===== config.mk =====
export PLATFORM = sky130hd
export DESIGN_NAME = itm_top
export DESIGN_NICKNAME = d
export VERILOG_FILES = /design/src/itm_pkg.sv /design/src/itm_counter.sv /design/src/itm_tick_gen.sv /design/src/itm_top.sv
export SDC_FILE = /design/constraint.sdc
export NUM_CORES = 1
export LEC_CHECK = 0
export ABC_AREA = 0
export BUFFER_PORTS_ARGS = -buffer_cell sky130_fd_sc_hd__buf_4
export CORE_MARGIN = 2
export CORE_UTILIZATION = 45
export DETAILED_ROUTE_END_ITERATION = 10
export PLACE_DENSITY = 0.8
export SLEW_MARGIN = 40
export SYNTH_ARGS = -nofsm -noshare
export SYNTH_HDL_FRONTEND = slang
export SYNTH_SLANG_ARGS = --single-unit
export TNS_END_PERCENT = 10

===== constraint.sdc =====
create_clock -name i_clk -period 2.3 [get_ports i_clk]
set_clock_uncertainty 0.2 [all_clocks]
set_input_delay 0.46 -clock i_clk [delete_from_list [all_inputs] [get_ports i_clk]]
set_output_delay 0.46 -clock i_clk [all_outputs]
set_load 0.005 [all_outputs]

===== src/itm_pkg.sv =====
/*
  Package for the 12-bit interval timer: register offsets, field positions,
  reset values and the bus-side enumerations.
  Assumes a 32-bit AHB-Lite register bus with word-aligned registers.
*/
package itm_pkg;

  localparam int CMP_W = 12;
  localparam int ADDR_W = 8;

  // Byte offsets of the register words
  localparam logic [ADDR_W-1:0] OFS_CLOCK_GATES = 8'h00;
  localparam logic [ADDR_W-1:0] OFS_IRQ_FLAGS = 8'h04;
  localparam logic [ADDR_W-1:0] OFS_IRQ_MASKS = 8'h08;
  localparam logic [ADDR_W-1:0] OFS_CONTROL = 8'h0c;
  localparam logic [ADDR_W-1:0] OFS_CLOCK_CFG = 8'h10;
  localparam logic [ADDR_W-1:0] OFS_COUNT = 8'h14;

  // Field positions
  localparam int BIT_CLOCK_GATE = 7;
  localparam int BIT_IRQ_PENDING = 2;
  localparam int BIT_IRQ_MASK = 2;
  localparam int BIT_RUN = 15;
  localparam int BIT_LOW_POWER_GATING = 7;
  localparam int BIT_CLOCK_SELECT = 4;

  // Reset values
  localparam logic RST_CLOCK_GATE = 1'b0;
  localparam logic RST_IRQ_PENDING = 1'b0;
  localparam logic RST_IRQ_MASK = 1'b1;
  localparam logic RST_RUN = 1'b0;
  localparam logic [CMP_W-1:0] RST_COMPARE = 12'hfff;
  localparam logic RST_LOW_POWER_GATING = 1'b0;
  localparam logic RST_CLOCK_SELECT = 1'b1;

  // AHB transfer types and the word transfer size
  localparam logic [1:0] HTRANS_IDLE = 2'h0;
  localparam logic [1:0] HTRANS_NONSEQ = 2'h2;
  localparam logic [2:0] HSIZE_WORD = 3'h2;

  typedef enum logic [1:0] {ITM_BUS_IDLE, ITM_BUS_RD_WAIT, ITM_BUS_WR_DATA} itm_bus_e;

endpackage


===== src/itm_counter.sv =====
/*
  The 12-bit interval counter with its compare match.
  Assumes a one-cycle tick per rising count clock edge from the tick generator.
*/
module itm_counter #(
  parameter int W = itm_pkg::CMP_W
) (
  input wire logic i_clk,
  input wire logic i_sys_rst,
  input wire logic i_ce,
  input wire logic i_tick,
  input wire logic i_run,
  input wire logic [W-1:0] i_compare,
  output logic [W-1:0] o_count,
  output logic o_match
);

  logic [W-1:0] count_ff;
  logic match_ff;

  always_ff @(posedge i_clk or posedge i_sys_rst)
  begin
    if (i_sys_rst)
    begin
      count_ff <= '0;
    end
    else if (i_ce)
    begin
      if (!i_run)
      begin
        count_ff <= '0;
      end
      else if (i_tick)
      begin
        // Period is compare plus one count clocks
        if (count_ff == i_compare)
        begin
          count_ff <= '0;
        end
        else
        begin
          count_ff <= count_ff + 1'b1;
        end
      end
    end
  end

  always_ff @(posedge i_clk or posedge i_sys_rst)
  begin
    if (i_sys_rst)
    begin
      match_ff <= 1'b0;
    end
    else if (i_ce)
    begin
      match_ff <= i_run & i_tick & (count_ff == i_compare);
    end
  end

  assign o_count = count_ff;
  assign o_match = match_ff;

endmodule


===== src/itm_tick_gen.sv =====
/*
  Count-tick generator: brings the subsystem clock and the low-speed
  oscillator clock into the system clock domain and turns their rising
  edges into one-cycle ticks, then selects one and gates it.
  Assumes both source clocks are well below half the system clock rate.
*/
module itm_tick_gen #(
  parameter int N_SRC = 2
) (
  input wire logic i_clk,
  input wire logic i_sys_rst,
  input wire logic i_ce,
  input wire logic [N_SRC-1:0] i_src_clk,
  input wire logic i_select,
  input wire logic i_gate,
  output logic o_tick
);

  logic [N_SRC-1:0] edge_tick;

  genvar g;
  generate
    for (g = 0; g < N_SRC; g++)
    begin : g_src
      logic meta_ff;
      logic sync_ff;
      logic prev_ff;
      always_ff @(posedge i_clk or posedge i_sys_rst)
      begin
        if (i_sys_rst)
        begin
          meta_ff <= 1'b0;
          sync_ff <= 1'b0;
          prev_ff <= 1'b0;
        end
        else if (i_ce)
        begin
          meta_ff <= i_src_clk[g];
          sync_ff <= meta_ff;
          prev_ff <= sync_ff;
        end
      end
      assign edge_tick[g] = sync_ff & ~prev_ff;
    end
  endgenerate

  // Select 0 is the subsystem clock, 1 the low-speed oscillator
  // Ticks reach the counter only while the clock gate is open
  assign o_tick = i_gate & i_ce & edge_tick[i_select];

endmodule


===== src/itm_top.sv =====
/*
  Top of the 12-bit interval timer: AHB-Lite register slave, interrupt
  flag and mask, count clock selection and the low-power clock supply.
  Assumes a single AHB-Lite master on i_clk; the subsystem and low-speed
  oscillator clocks arrive as asynchronous pins.
*/
// Local design decisions: the register offsets and the AHB-Lite register port.
module itm_top (
  input wire logic i_clk,
  input wire logic i_sys_rst,
  input wire logic i_ce,
  input wire logic i_hsel,
  input wire logic [31:0] i_haddr,
  input wire logic [1:0] i_htrans,
  input wire logic i_hwrite,
  input wire logic [2:0] i_hsize,
  input wire logic [31:0] i_hwdata,
  input wire logic i_hready,
  output logic [31:0] o_hrdata,
  output logic o_hreadyout,
  output logic o_hresp,
  input wire logic i_sub_clk,
  input wire logic i_low_speed_oscillator_clk,
  input wire logic i_standby,
  input wire logic i_cpu_on_sub_clk,
  output logic o_periph_sub_clk_en,
  output logic o_interval_timer_irq,
  output logic o_irq
);

  localparam int AW = itm_pkg::ADDR_W;
  localparam int CW = itm_pkg::CMP_W;

  itm_pkg::itm_bus_e bus_state_ff;
  logic [AW-1:0] addr_ff;
  logic [31:0] rdata_ff;
  logic interval_timer_clock_gate_ff;
  logic timer_irq_pending_ff;
  logic timer_irq_mask_ff;
  logic timer_run_ff;
  logic [CW-1:0] compare_value_ff;
  logic low_power_clock_gating_ff;
  logic count_clock_select_ff;
  logic sync_standby_meta_ff;
  logic sync_standby_ff;
  logic sync_cpu_sub_meta_ff;
  logic sync_cpu_sub_ff;
  logic [CW-1:0] count;
  logic match;
  logic tick;
  logic addr_phase;
  logic wr_strobe;
  logic [31:0] nxt_rdata;
  logic wr_gates;
  logic wr_flags;
  logic wr_masks;
  logic wr_control;
  logic wr_clock_cfg;
  logic periph_sub_clk_en_ff;

  assign addr_phase = i_ce & i_hsel & i_hready & (i_htrans == itm_pkg::HTRANS_NONSEQ);
  assign wr_strobe = i_ce & (bus_state_ff == itm_pkg::ITM_BUS_WR_DATA);
  assign wr_gates = wr_strobe & (addr_ff == itm_pkg::OFS_CLOCK_GATES);
  assign wr_flags = wr_strobe & (addr_ff == itm_pkg::OFS_IRQ_FLAGS);
  assign wr_masks = wr_strobe & (addr_ff == itm_pkg::OFS_IRQ_MASKS);
  assign wr_control = wr_strobe & (addr_ff == itm_pkg::OFS_CONTROL);
  assign wr_clock_cfg = wr_strobe & (addr_ff == itm_pkg::OFS_CLOCK_CFG);

  // Reads take one wait state so a write just before is already visible
  always_ff @(posedge i_clk or posedge i_sys_rst)
  begin
    if (i_sys_rst)
    begin
      bus_state_ff <= itm_pkg::ITM_BUS_IDLE;
      addr_ff <= '0;
    end
    else if (i_ce)
    begin
      unique case (bus_state_ff)
        itm_pkg::ITM_BUS_IDLE, itm_pkg::ITM_BUS_WR_DATA:
        begin
          if (addr_phase)
          begin
            addr_ff <= i_haddr[AW-1:0];
            bus_state_ff <= i_hwrite ? itm_pkg::ITM_BUS_WR_DATA : itm_pkg::ITM_BUS_RD_WAIT;
          end
          else
          begin
            bus_state_ff <= itm_pkg::ITM_BUS_IDLE;
          end
        end
        itm_pkg::ITM_BUS_RD_WAIT:
        begin
          bus_state_ff <= itm_pkg::ITM_BUS_IDLE;
        end
        // The fourth code of the state word is unused; recover to idle
        default:
        begin
          bus_state_ff <= itm_pkg::ITM_BUS_IDLE;
        end
      endcase
    end
  end

  assign o_hreadyout = (bus_state_ff != itm_pkg::ITM_BUS_RD_WAIT);
  assign o_hresp = 1'b0;

  always_comb
  begin
    nxt_rdata = '0;
    unique case (addr_ff)
      itm_pkg::OFS_CLOCK_GATES: nxt_rdata[itm_pkg::BIT_CLOCK_GATE] = interval_timer_clock_gate_ff;
      itm_pkg::OFS_IRQ_FLAGS: nxt_rdata[itm_pkg::BIT_IRQ_PENDING] = timer_irq_pending_ff;
      itm_pkg::OFS_IRQ_MASKS: nxt_rdata[itm_pkg::BIT_IRQ_MASK] = timer_irq_mask_ff;
      itm_pkg::OFS_CONTROL:
      begin
        nxt_rdata[itm_pkg::BIT_RUN] = timer_run_ff;
        nxt_rdata[CW-1:0] = compare_value_ff;
      end
      itm_pkg::OFS_CLOCK_CFG:
      begin
        nxt_rdata[itm_pkg::BIT_LOW_POWER_GATING] = low_power_clock_gating_ff;
        nxt_rdata[itm_pkg::BIT_CLOCK_SELECT] = count_clock_select_ff;
      end
      itm_pkg::OFS_COUNT: nxt_rdata[CW-1:0] = count;
      default: nxt_rdata = '0;
    endcase
  end

  always_ff @(posedge i_clk or posedge i_sys_rst)
  begin
    if (i_sys_rst)
    begin
      rdata_ff <= '0;
    end
    else if (i_ce && bus_state_ff == itm_pkg::ITM_BUS_RD_WAIT)
    begin
      rdata_ff <= nxt_rdata;
    end
  end

  assign o_hrdata = rdata_ff;

  always_ff @(posedge i_clk or posedge i_sys_rst)
  begin
    if (i_sys_rst)
    begin
      interval_timer_clock_gate_ff <= itm_pkg::RST_CLOCK_GATE;
    end
    else if (wr_gates)
    begin
      interval_timer_clock_gate_ff <= i_hwdata[itm_pkg::BIT_CLOCK_GATE];
    end
  end

  always_ff @(posedge i_clk or posedge i_sys_rst)
  begin
    if (i_sys_rst)
    begin
      timer_irq_mask_ff <= itm_pkg::RST_IRQ_MASK;
    end
    else if (wr_masks)
    begin
      timer_irq_mask_ff <= i_hwdata[itm_pkg::BIT_IRQ_MASK];
    end
  end

  always_ff @(posedge i_clk or posedge i_sys_rst)
  begin
    if (i_sys_rst)
    begin
      timer_run_ff <= itm_pkg::RST_RUN;
    end
    else if (wr_control)
    begin
      timer_run_ff <= i_hwdata[itm_pkg::BIT_RUN];
    end
  end

  always_ff @(posedge i_clk or posedge i_sys_rst)
  begin
    if (i_sys_rst)
    begin
      compare_value_ff <= itm_pkg::RST_COMPARE;
    end
    else if (wr_control)
    begin
      // A zero compare is not blocked; software must avoid it
      compare_value_ff <= i_hwdata[CW-1:0];
    end
  end

  always_ff @(posedge i_clk or posedge i_sys_rst)
  begin
    if (i_sys_rst)
    begin
      low_power_clock_gating_ff <= itm_pkg::RST_LOW_POWER_GATING;
      count_clock_select_ff <= itm_pkg::RST_CLOCK_SELECT;
    end
    else if (wr_clock_cfg)
    begin
      low_power_clock_gating_ff <= i_hwdata[itm_pkg::BIT_LOW_POWER_GATING];
      count_clock_select_ff <= i_hwdata[itm_pkg::BIT_CLOCK_SELECT];
    end
  end

  // Set wins over a write-one clear in the same cycle
  always_ff @(posedge i_clk or posedge i_sys_rst)
  begin
    if (i_sys_rst)
    begin
      timer_irq_pending_ff <= itm_pkg::RST_IRQ_PENDING;
    end
    else if (i_ce)
    begin
      if (match)
      begin
        timer_irq_pending_ff <= 1'b1;
      end
      else if (wr_flags && i_hwdata[itm_pkg::BIT_IRQ_PENDING])
      begin
        timer_irq_pending_ff <= 1'b0;
      end
    end
  end

  assign o_irq = timer_irq_pending_ff & ~timer_irq_mask_ff;
  assign o_interval_timer_irq = match;

  always_ff @(posedge i_clk or posedge i_sys_rst)
  begin
    if (i_sys_rst)
    begin
      sync_standby_meta_ff <= 1'b0;
      sync_standby_ff <= 1'b0;
      sync_cpu_sub_meta_ff <= 1'b0;
      sync_cpu_sub_ff <= 1'b0;
    end
    else if (i_ce)
    begin
      sync_standby_meta_ff <= i_standby;
      sync_standby_ff <= sync_standby_meta_ff;
      sync_cpu_sub_meta_ff <= i_cpu_on_sub_clk;
      sync_cpu_sub_ff <= sync_cpu_sub_meta_ff;
    end
  end

  // Only other peripherals lose the subsystem clock; the timer tick is
  // never gated by the low-power setting
  always_ff @(posedge i_clk or posedge i_sys_rst)
  begin
    if (i_sys_rst)
    begin
      periph_sub_clk_en_ff <= 1'b1;
    end
    else if (i_ce)
    begin
      periph_sub_clk_en_ff <= ~(sync_standby_ff & sync_cpu_sub_ff & low_power_clock_gating_ff);
    end
  end

  assign o_periph_sub_clk_en = periph_sub_clk_en_ff;

  itm_tick_gen #(
    .N_SRC(2)
  ) u_tick (
    .i_clk(i_clk),
    .i_sys_rst(i_sys_rst),
    .i_ce(i_ce),
    .i_src_clk({i_low_speed_oscillator_clk, i_sub_clk}),
    .i_select(count_clock_select_ff),
    .i_gate(interval_timer_clock_gate_ff),
    .o_tick(tick)
  );

  itm_counter #(
    .W(CW)
  ) u_counter (
    .i_clk(i_clk),
    .i_sys_rst(i_sys_rst),
    .i_ce(i_ce),
    .i_tick(tick),
    .i_run(timer_run_ff),
    .i_compare(compare_value_ff),
    .o_count(count),
    .o_match(match)
  );

endmodule

==> results.cfg <==
[layout]
final_cell_mix = buf_4, dfrtp_1, mux2_2, conb_1, nand2_1
seq_area_sq_um = 1645
finish.instance_area_sq_um = 4021
fin_cells = 459
finalNetCount = 435
multi_input_comb_area_sq_um = 1466
n_antenna_cell = 0
final_common_cell = buf_4
area_delta_synth_final_pct = 21.42
drive_above_1_share_pct = 38.89
fill_cells = 612

[timing]
max_freq_mhz = 463.2
whs_ps = -20.16
relSlewSlack_pct = 56.86
drv_slew = 0
worstMarginPinSlew_ps = 645.8
fin_crit_sh_pct = 93.86
setup_viol = 0
timing.final.crit_period_ps = 2159
finalHoldViolCount = 17
fin_tns_setup_ps = 0
rsz0062_at_grt = false

[die]
num_rows = 31
io_pins = 116
die_h_um = 89.79
initial_core_util_pct = 46.16
core_sq_um = 7176
dieWidth_um = 89.79
dieArea_sq_um = 8062

[power_and_ir_drop]
ir_worst_vdd_mv = 0.6069
power_density_nw_per_um2 = 680.3
p_leak_uw = 0.001946

[clock_network]
clkLatencyLatePin_ps = 340
numCtsBuffers = 9
clock-sinks = 65
clk_transition_reported_paths_ps = 70
clock_path_buffers = 2
cts_root_buf = clkbuf_8
cts_hold_buf = 0
cts_setup_buffers = 0
cts_tree = done
cts_htree_levels = 3

[worst_setup_path]
crit_start = count_clock_select_ff
slowest_stage = dfstp_2
crit_path_max_incr_delay_ps = 560
path_depth = 6
critPathMaxFanout = 11
crit_family = compound AO/OA/AOI/OAI gates
path_cells = and3b_1 -> o211ai_2 -> buf_4 -> nand2_1 -> o21ai_0 -> a2111oi_1
reg2reg_slack_ps = 140
critPathArrivalTime_ps = 2150
end_kind = flop
crit_buf_inv = 1
reg2reg_depth = 6
reg2reg_to = u_counter.o_count[3]
crit_end = u_counter.o_count[3]
worstPathRequired_ps = 2290
crit_type = reg -> reg
startpoint_type = flop
r2r-start = count_clock_select_ff

[placed_design]
place_congestion = 0.9010
io_buffers = 49
dpl_cell_area_sq_um = 3781
dpl.hpwl_mm = 5.317
place_inst = 443

[synthesis]
syn_area_per_cell_sq_um = 11.27
ys_warn_count = 0
syn_area_sq_um = 3312
ys_types = 57
synthCells = 294
synth_edf_count = 0
synth_ff_type = dfrtp_1
synth_seq_area_share_pct = 49.68
synthArstFlopShare_pct = 100.0
ys_ff_latch = 65

[grt]
grt_pass1_wl_mm = 11.94
overflow = 0
grt_usage_pct = 18.57
antenna_found_initial = 0
first_global_vias = 2513
grt_max_degree = 66

[job]
cap_violations = 0

[route]
wl_met3_um = 405
routed.top_layer = met4
wl_met2_mm = 3.804
m1WireLength_mm = 2.985
vias = 2545
first_pass_iters = 5
post-route-drc-count = 0
antenna_left = 0
drt-initial-drc-count = 277
wl_per_cell_um = 15.98
drt_wl_total_mm = 7.336
via_per_inst = 5.545

[min_path]
hold_path_class = in -> async

[run_status]
status = finished with violations
violations = hold timing
==> routing by layer <==
metal,global-route usage (%),up-vias
met1,22.74,1273
met4,8.718,0
met2,31.19,102
li1,-,1159
met5,0,-
met3,4.359,11
==> stage by stage <==
stage | utilization, % | setup WS [ps] | power [uW]
finish | 56.04 | 141.3 | 2736
global route | 56.04 | 59.18 | 2844
CTS | 55.88 | 116.8 | 2750
detailed placement | 52.69 | 150.1 | 1645
global placement | 52.69 | 182.9 | 1626
floorplan | - | 38.37 | 1545
==> where the power goes <==
group	switching [uW]	internal [uW]	leakage (uW)
logic	173	156	0.00102
clock network	439	666	0.000115
registers	77.6	1220	0.000815
total	690	2050	0.00195
==> sequential cells by signal (all words and copies together), names as in the netlist, 2 cells and up <==
name and cells:
o_hrdata 13, compare_value_ff 12, u_counter.o_count 12, addr_ff 8
bus_state_ff 2, u_tick.g_src.meta_ff 2, u_tick.g_src.prev_ff 2, u_tick.g_src.sync_ff 2
==> worst reg2reg max path: stages, from the launching register on <==
cell and delay (ps):
dfstp_2 560, and3b_1 220, o211ai_2 250, buf_4 240, nand2_1 70, o21ai_0 70, a2111oi_1 410
==> what timing repair did <==
action,4_1_cts,5_1_grt
setup endpoints to repair,0,4
endpoints found under the hold margin,0,0
resized for setup,0,2
==> layout make-up <==
cell class,instances,area share [%]
flip-flops and latches,65,40.91
well taps,99,3.080
clock buffers,11,3.765
clock inverters,5,1.929
inverters,17,1.587
repair buffers,64,12.26
multi-input cells,198,36.47
==> cells in the mapped netlist, types with 3 or more instances <==
| cell | n | area share (%) |
|---|---|---|
| nor2_1 | 6 | 0.68 |
| buf_2 | 5 | 0.76 |
| nor3_1 | 5 | 0.76 |
| a31oi_1 | 4 | 0.76 |
| nand2_1 | 18 | 2.0 |
| xor2_1 | 12 | 3.2 |
| nand4_1 | 6 | 1.1 |
| dfstp_2 | 15 | 12 |
| o21ai_0 | 11 | 1.7 |
| a222oi_1 | 9 | 2.7 |
| nand3_1 | 10 | 1.5 |
| buf_4 | 21 | 4.8 |
| and3_1 | 5 | 0.94 |
| inv_1 | 17 | 1.9 |
| mux2_2 | 34 | 12 |
| nand2b_1 | 3 | 0.57 |
| nor4_1 | 4 | 0.76 |
| nor2b_1 | 5 | 0.94 |
| a21oi_1 | 4 | 0.60 |
| dfrtp_1 | 50 | 38 |
==> worst min path at each step <==
stage	from	endpoint	slack, ps	depth (start not counted)
2_1_floorplan	sync_cpu_sub_ff	o_periph_sub_clk_en	220	1
3_3_place_gp	sync_cpu_sub_ff	o_periph_sub_clk_en	230	1
3_5_place_dp	sync_cpu_sub_ff	o_periph_sub_clk_en	260	1
4_1_cts	i_sys_rst	u_counter.o_count[9]	2	3
5_1_grt	i_sys_rst	o_hrdata[8]	7	3
6_report	i_sys_rst	o_hrdata[10]	-20	3
==> logic make-up after synthesis <==
group	synth area share [%]
AO/OA/AOI/OAI	10.69
XOR/XNOR	3.173
adder cells (fa/ha/maj)	0.3777
buffers and inverters	8.727
flip-flops	49.68
multiplexers	11.86
other	0.1132
AND/OR/NAND/NOR	15.38
No activity file was read; power rests on OpenSTA's default activity.
